===== src/rtl/mpc_pkg.sv =====
// mpc_pkg: constants for the port pin control block.
// assumes a single system clock with synchronous reset.
package mpc_pkg;
  localparam int unsigned NUM_PORTS     = 9;   // ports 1,2,3,7,8,9,10,11 and port 0 bits
  localparam int unsigned PORT_W        = 8;
  localparam int unsigned SEG_GROUPS    = 8;   // 2-bit groups over ports 8 and 9
  localparam int unsigned NUM_EXT_IRQ   = 6;
  localparam int unsigned EDGE_BITS     = 3;   // upper bits of port 11
  localparam int unsigned EDGE_LSB      = 5;
  localparam int unsigned FBOFF_BIT     = 6;   // feedback-off bit in processor clock control
  localparam logic [7:0]  DIR_RST       = 8'hFF;  // 1 = input
  localparam logic [7:0]  PULL_RST      = 8'h00;
  localparam logic [7:0]  OUT_RST       = 8'h00;
  localparam logic [SEG_GROUPS-1:0] SEG_RST = 8'h00;
  localparam logic [1:0]  EDGE_NONE     = 2'h0;
  localparam logic [1:0]  EDGE_RISE     = 2'h1;
  localparam logic [1:0]  EDGE_FALL     = 2'h2;
  localparam logic [1:0]  EDGE_BOTH     = 2'h3;
  typedef enum logic [1:0] {MPC_ST_IDLE, MPC_ST_RUN} mpc_state_t;
endpackage


===== src/rtl/mpc_port_ctrl.sv =====
// mpc_port_ctrl: general-purpose port pin logic of one microcontroller.
// assumes control fields come from same-clock register logic; pins are asynchronous.
// Notes on behaviour
// - Every bit of every two-way port has its own software direction bit.
// - A pull-up acts only when requested and the bit is an input.
// - Port 1 used as analog inputs must be inputs, and its pull-ups are forced off.
// - Ports 8 and 9 switch pin pairs between port and segment drive in 2-bit groups.
// - Falling edges on the three upper bits of port 11 are recorded for software.
`timescale 1ns/1ns
module mpc_port_ctrl import mpc_pkg::*; #(
  parameter int unsigned NP = NUM_PORTS
) (
  input  wire logic                    clk_sys_i,
  input  wire logic                    srst_i,
  // software write strobes and data, one port per index
  input  wire logic [NP-1:0]           dir_we_i,
  input  wire logic [NP-1:0]           pull_we_i,
  input  wire logic [NP-1:0]           out_we_i,
  input  wire logic [PORT_W-1:0]       wdata_i,
  input  wire logic                    lcd_display_ctrl_we_i,
  input  wire logic [SEG_GROUPS-1:0]   lcd_display_ctrl_i,
  input  wire logic                    analog_mode_i,
  input  wire logic [7:0]              processor_clock_ctrl_i,
  input  wire logic                    edge_cfg_we_i,
  input  wire logic [2*NUM_EXT_IRQ-1:0] edge_cfg_i,
  input  wire logic                    edge_flag_clr_i,
  input  wire logic [EDGE_BITS-1:0]    edge_flag_clr_mask_i,
  // segment drive from the lcd block
  input  wire logic [2*PORT_W-1:0]     shared_segment_outputs_i,
  // pins
  input  wire logic [NP*PORT_W-1:0]    pin_in_i,
  input  wire logic                    subclock_crystal_in_i,
  output logic      [NP*PORT_W-1:0]    pin_out_o,
  output logic      [NP*PORT_W-1:0]    pin_oe_o,
  output logic      [NP*PORT_W-1:0]    pull_en_o,
  output logic      [NP*PORT_W-1:0]    port_rd_o,
  output logic                         subclock_shared_input_o,
  output logic                         subclock_feedback_off_o,
  output logic      [SEG_GROUPS-1:0]   lcd_display_ctrl_o,
  output logic      [NUM_EXT_IRQ-1:0]  ext_irq_req_o,
  output logic      [EDGE_BITS-1:0]    port11_edge_bits_o
);
  // port index map: 0 port0, 1 port1, 2 port2, 3 port3, 4 port7, 5 port8, 6 port9, 7 port10, 8 port11
  localparam int unsigned IDX_P0  = 0;
  localparam int unsigned IDX_P1  = 1;
  localparam int unsigned IDX_P8  = 5;
  localparam int unsigned IDX_P9  = 6;
  localparam int unsigned IDX_P11 = 8;
  localparam logic [PORT_W-1:0] P0_IN_ONLY = 8'h81;  // port 0 bits 0 and 7 have no output stage

  logic [PORT_W-1:0] dir  [NP];
  logic [PORT_W-1:0] pull [NP];
  logic [PORT_W-1:0] outv [NP];
  logic [SEG_GROUPS-1:0]    seg_sel;
  logic [2*NUM_EXT_IRQ-1:0] edge_cfg;
  logic [EDGE_BITS-1:0]     p11_flag;
  logic [NUM_EXT_IRQ-1:0]   irq_req;
  logic [NP*PORT_W-1:0]     lvl, rise, fall;
  logic                     xt_meta, xt_sync;
  logic [PORT_W-1:0]        dir_eff [NP];

  function automatic logic edge_hit(input logic [1:0] cfg, input logic r, input logic f);
    case (cfg)
      EDGE_RISE: edge_hit = r;
      EDGE_FALL: edge_hit = f;
      EDGE_BOTH: edge_hit = r | f;
      default:   edge_hit = 1'b0;
    endcase
  endfunction

  // flat pin index of bit b of port index p
  function automatic int pin_idx(input int p, input int b);
    pin_idx = p * PORT_W + b;
  endfunction

  mpc_sync_edge #(.W(NP*PORT_W)) u_sync (
    .clk_sys_i (clk_sys_i),
    .srst_i    (srst_i),
    .pin_i     (pin_in_i),
    .level_o   (lvl),
    .rise_o    (rise),
    .fall_o    (fall)
  );

  // per-bit direction, 1 = input
  always_ff @(posedge clk_sys_i) begin
    for (int p = 0; p < NP; p++) begin
      if (srst_i) begin
        dir[p] <= DIR_RST;
      end else if (dir_we_i[p]) begin
        dir[p] <= wdata_i;
      end
    end
  end

  // pull-up requests
  always_ff @(posedge clk_sys_i) begin
    for (int p = 0; p < NP; p++) begin
      if (srst_i) begin
        pull[p] <= PULL_RST;
      end else if (pull_we_i[p]) begin
        pull[p] <= wdata_i;
      end
    end
  end

  // output latches
  always_ff @(posedge clk_sys_i) begin
    for (int p = 0; p < NP; p++) begin
      if (srst_i) begin
        outv[p] <= OUT_RST;
      end else if (out_we_i[p]) begin
        outv[p] <= wdata_i;
      end
    end
  end

  always_ff @(posedge clk_sys_i) begin
    if (srst_i) begin
      seg_sel <= SEG_RST;
    end else if (lcd_display_ctrl_we_i) begin
      seg_sel <= lcd_display_ctrl_i;
    end
  end

  always_ff @(posedge clk_sys_i) begin
    if (srst_i) begin
      edge_cfg <= '0;
    end else if (edge_cfg_we_i) begin
      edge_cfg <= edge_cfg_i;
    end
  end

  // input-only bits of port 0 always behave as inputs
  always_comb begin
    for (int p = 0; p < NP; p++) begin
      dir_eff[p] = dir[p];
    end
    dir_eff[IDX_P0] = dir[IDX_P0] | P0_IN_ONLY;
  end

  // output enables: output bits and selected segment pairs
  always_comb begin
    for (int p = 0; p < NP; p++) begin
      for (int b = 0; b < PORT_W; b++) begin
        pin_oe_o[pin_idx(p, b)] = ~dir_eff[p][b];
      end
    end
    for (int g = 0; g < SEG_GROUPS; g++) begin
      if (seg_sel[g]) begin
        pin_oe_o[pin_idx(IDX_P8, 2*g) +: 2] = 2'h3;
      end
    end
  end

  // output levels: latch, or segment data on a selected pair
  always_comb begin
    for (int p = 0; p < NP; p++) begin
      pin_out_o[pin_idx(p, 0) +: PORT_W] = outv[p];
    end
    for (int g = 0; g < SEG_GROUPS; g++) begin
      if (seg_sel[g]) begin
        pin_out_o[pin_idx(IDX_P8, 2*g) +: 2] = shared_segment_outputs_i[2*g +: 2];
      end
    end
  end

  // pull-ups: requested input bits only
  always_comb begin
    for (int p = 0; p < NP; p++) begin
      pull_en_o[pin_idx(p, 0) +: PORT_W] = pull[p] & dir_eff[p];
    end
    // input-only bits of port 0 carry no pull-up
    pull_en_o[pin_idx(IDX_P0, 0) +: PORT_W] = pull[IDX_P0] & dir_eff[IDX_P0] & ~P0_IN_ONLY;
    if (analog_mode_i) begin
      pull_en_o[pin_idx(IDX_P1, 0) +: PORT_W] = '0;
    end
    for (int g = 0; g < SEG_GROUPS; g++) begin
      if (seg_sel[g]) begin
        pull_en_o[pin_idx(IDX_P8, 2*g) +: 2] = 2'h0;
      end
    end
  end

  // read-back: pin level for inputs, latch for outputs
  always_comb begin
    for (int p = 0; p < NP; p++) begin
      port_rd_o[pin_idx(p, 0) +: PORT_W] = (dir_eff[p] & lvl[pin_idx(p, 0) +: PORT_W])
                                         | (~dir_eff[p] & outv[p]);
    end
    port_rd_o[pin_idx(IDX_P0, 7)] = xt_sync;                    // subclock pin doubles as port 0 bit 7
  end

  // subclock pin sampled on its own synchroniser
  always_ff @(posedge clk_sys_i) begin
    if (srst_i) begin
      xt_meta <= 1'b0;
      xt_sync <= 1'b0;
    end else begin
      xt_meta <= subclock_crystal_in_i;
      xt_sync <= xt_meta;
    end
  end

  assign subclock_feedback_off_o = processor_clock_ctrl_i[FBOFF_BIT];
  assign subclock_shared_input_o = xt_sync;
  assign lcd_display_ctrl_o      = seg_sel;

  // sticky falling-edge flags, set wins over clear
  always_ff @(posedge clk_sys_i) begin
    for (int i = 0; i < EDGE_BITS; i++) begin
      if (srst_i)
        p11_flag[i] <= 1'b0;
      else if (fall[IDX_P11*PORT_W+EDGE_LSB+i])
        p11_flag[i] <= 1'b1;
      else if (edge_flag_clr_i && edge_flag_clr_mask_i[i])
        p11_flag[i] <= 1'b0;
    end
  end
  assign port11_edge_bits_o = p11_flag;

  // external interrupt requests on port 0 bits 0..5
  always_ff @(posedge clk_sys_i) begin
    for (int i = 0; i < NUM_EXT_IRQ; i++) begin
      if (srst_i)
        irq_req[i] <= 1'b0;
      else
        irq_req[i] <= edge_hit(edge_cfg[2*i +: 2], rise[IDX_P0*PORT_W+i],
                               fall[IDX_P0*PORT_W+i]);
    end
  end
  assign ext_irq_req_o = irq_req;
endmodule


===== src/rtl/mpc_sync_edge.sv =====
// mpc_sync_edge: two-flop synchroniser with rising/falling edge pulses.
// assumes asynchronous pin inputs and one system clock.
`timescale 1ns/1ns
module mpc_sync_edge import mpc_pkg::*; #(
  parameter int unsigned W = 8
) (
  input  wire logic         clk_sys_i,
  input  wire logic         srst_i,
  input  wire logic [W-1:0] pin_i,
  output logic      [W-1:0] level_o,
  output logic      [W-1:0] rise_o,
  output logic      [W-1:0] fall_o
);
  logic [W-1:0] meta;
  logic [W-1:0] sync;
  logic [W-1:0] prev;
  logic [2:0]   fill;  // edges held off until prev holds a real pin sample

  always_ff @(posedge clk_sys_i) begin
    if (srst_i) begin
      meta <= '0;
      sync <= '0;
      prev <= '0;
    end else begin
      meta <= pin_i;
      sync <= meta;
      prev <= sync;
    end
  end

  // no false edge while the pipeline still holds reset values
  always_ff @(posedge clk_sys_i) begin
    if (srst_i) begin
      fill <= 3'h0;
    end else begin
      fill <= {fill[1:0], 1'h1};
    end
  end

  assign level_o = sync;
  assign rise_o  = fill[2] ? (sync & ~prev) : '0;
  assign fall_o  = fill[2] ? (~sync & prev) : '0;
endmodule


===== config.mk =====
export PLATFORM = sky130hd
export DESIGN_NAME = mpc_port_ctrl
export DESIGN_NICKNAME = d
export VERILOG_FILES = /design/src/rtl/mpc_pkg.sv /design/src/rtl/mpc_port_ctrl.sv /design/src/rtl/mpc_sync_edge.sv
export SDC_FILE = /design/constraint.sdc
export NUM_CORES = 1
export LEC_CHECK = 0
export ABC_AREA = 0
export ABC_CLOCK_PERIOD_IN_PS = 1400
export BUFFER_PORTS_ARGS = -buffer_cell sky130_fd_sc_hd__buf_2
export CORE_MARGIN = 1
export CORE_UTILIZATION = 54
export DETAILED_ROUTE_END_ITERATION = 8
export PLACE_DENSITY = 0.87
export SLEW_MARGIN = 0
export SYNTH_ARGS = -nofsm -noshare
export SYNTH_HDL_FRONTEND = slang
export SYNTH_HIERARCHICAL = 1
export SYNTH_SLANG_ARGS = --single-unit

===== constraint.sdc =====
create_clock -name clk_sys_i -period 1.4 [get_ports clk_sys_i]
set_input_delay 0.14 -clock clk_sys_i [delete_from_list [all_inputs] [get_ports clk_sys_i]]
set_output_delay 0.14 -clock clk_sys_i [all_outputs]
set_load 0.03 [all_outputs]

==> qor.yml <==
grt_max_degree: 44
cts_buffer_depth: 3
cts_buffers: 41
hold_viol: 0
overflow: 0
slew_headroom_pct: 52.05
fmax_mhz: 567.8
cp_max_fo: 2
port_buffers: 453
r2r-start: "u_sync/fill[2]"
placed_area_um2: 18110
status: "finished, violations left"
syn_avg_cell_area_um2: 12.82
min_from: "pull_we_i[1]"
finClkSkew_ns: 0.01278
post-route-util_pct: 83.43
arrival_ns: 1.62
cpPeakStageDelay_ns: 0.58
worstSkewPairLatency_ns: 0.53
clock_sinks: 397
slew_violations: 0
p_leak_nw: 10.36
crit_start: "dir[6][7]"
rsz0062_at_grt: "true"
fin_crit_sh_pct: 125.8
layout-drive-gt1-share_pct: 47.73
crit_required_ns: 1.26
cp-start-kind: "flip-flop"
drc: 0
crit_path_end_kind: "output port"
fin_crit_ns: 1.761
maxCapViolCount: 0
critPathKind: "reg2out"
dieWidth_um: 170.6
cp_top_family: "flip-flops"
rows: 61
postSynthCellCount: 1197
critPathBufInv: 2
core_area_um2: 27860
die_height_um: 170.6
syn_area_um2: 15350
timing.setup.tns_ns: -27.19
postRouteAntennaNets: 0
p_per_area_nw_per_um2: 1316
nets: 2004
place.gp.congestion: 0.8262
irDropWorstVdd_v: 0.001382
fin_area_um2: 23240
rr_worst_depth: 3
die_area_um2: 29100
clkTransAtPathRegs_ns: 0.07
hold_class: "in2reg"
min_path_cells: 2
grt_pass1_wl_um: 75420
grtUsageTotal_pct: 35.49
yosysWarnings: 6
area_growth_pct: 51.45
crit_chain: "buf_6 > nand2b_4 > nor2_1 > buf_4"
setup-violations-final: 213
post-dp-hpwl_um: 27320
via_per_inst: 5.629
root_buffer: "clkbuf_16"
setup_ws_ns: -0.3610
start_util_pct: 55.09
grt_antenna_before_repair: 6
violations: "negative setup slack"
path_depth: 4
worstMarginPinSlew_ns: 0.7193
grt_pass1_vias: 12720
first_iter_violations: 1322
io_pins: 468
dr.pass1.iters: 6
cts_max_level: 2
cts_tree: "done"
finalWirelength_um: 58620
vias: 12710
slowest_stage: "edfxtp_1"
avgRoutedWirePerCell_um: 25.97
registers in the layout, summed over array words and instances (netlist names):
| name | cells |
|---|---|
| u_sync/prev | 9 |
| u_sync/meta | 71 |
| dir | 70 |
| edge_cfg | 12 |
| u_sync/fill | 3 |
| lcd_display_ctrl_o | 8 |
| ext_irq_req_o | 6 |
| subclock_shared_input_o | 1 |
| u_sync/level_o | 71 |
| xt_meta | 1 |
| pull | 70 |
| port11_edge_bits_o | 3 |
| outv | 72 |
cell type report:
cell class                      instances  area [µm²]
Multi-Input combinational cell        671        5300
Tap cell                              378       473.0
Clock buffer                           59        1185
Inverter                               74       297.8
Clock inverter                         14       122.6
Fill cell                            1090        4617
Sequential cell                       397       10100
Antenna cell                            6       15.01
Timing Repair Buffer                  658        5748
cell usage in the layout (no fill, tap or decap), types with 9 or more instances in the layout:
| cell | n |
|---|---|
| buf_6 | 268 |
| buf_2 | 226 |
| edfxtp_1 | 212 |
| dfxtp_1 | 177 |
| nor2b_1 | 157 |
| and2_1 | 142 |
| dlygate4sd3_1 | 99 |
| nand2b_1 | 70 |
| buf_4 | 52 |
| mux2_2 | 46 |
| and2_4 | 46 |
| clkbuf_16 | 41 |
| mux2_4 | 40 |
| inv_2 | 39 |
| nor2_1 | 30 |
| inv_1 | 27 |
| mux2i_1 | 20 |
| nor2b_2 | 20 |
| or2_4 | 19 |
| nand2b_4 | 16 |
| and3b_1 | 15 |
| nor2_4 | 13 |
| clkinv_2 | 10 |
| clkbuf_8 | 9 |
| buf_12 | 9 |
path summary, 6_finish.rpt:
path	to	slack (ns)
setup reg to reg	port11_edge_bits_o[2]	-0.05
hold / removal	pull[1][2]	0.02
setup / recovery	pull_en_o[55]	-0.36
hold reg to reg	u_sync/level_o[60]	0.44
layer usage:
metal | global-route usage (%) | wire (µm) | share of wire [%] | vias to the layer above
li1 | - | - | - | 5180
met1 | 36.85 | 18900 | 32 | 6093
met2 | 64.54 | 29140 | 50 | 1083
met3 | 7.703 | 5984 | 10 | 349
met4 | 22.95 | 4595 | 7.8 | 0
met5 | 0 | 0 | 0 | -
what timing repair did:
action,4_1_cts,5_1_grt
setup endpoints to repair,187,401
resized for setup,599,137
buffers inserted,52,36
pin swaps,31,26
hold endpoints to repair,100,0
gates cloned,0,0
hold buffers,99,0
through the flow:
stage	total power, mW	worst slack (ns)	hold slack [ns]	std cells
6_report	30.59	-0.3610	0.01562	2257
5_1_grt	31.17	-0.3431	0.02050	2255
4_1_cts	29.47	-0.2328	0.07620	2220
3_5_place_dp	17.63	0.06381	0.2802	1996
3_3_place_gp	17.54	0.1028	0.2802	1996
2_1_floorplan	16.18	0.002638	0.2552	1200
power by group:
| part | total (mW) | switching [mW] | internal (mW) | leakage [nW] |
|---|---|---|---|---|
| sequential | 13.6 | 0.586 | 13.1 | 3.72 |
| clock | 11.0 | 4.70 | 6.26 | 0.657 |
| combinational | 5.98 | 3.30 | 2.68 | 5.99 |
| total | 30.6 | 8.59 | 22.0 | 10.4 |
(Power assumes the default switching activity.)
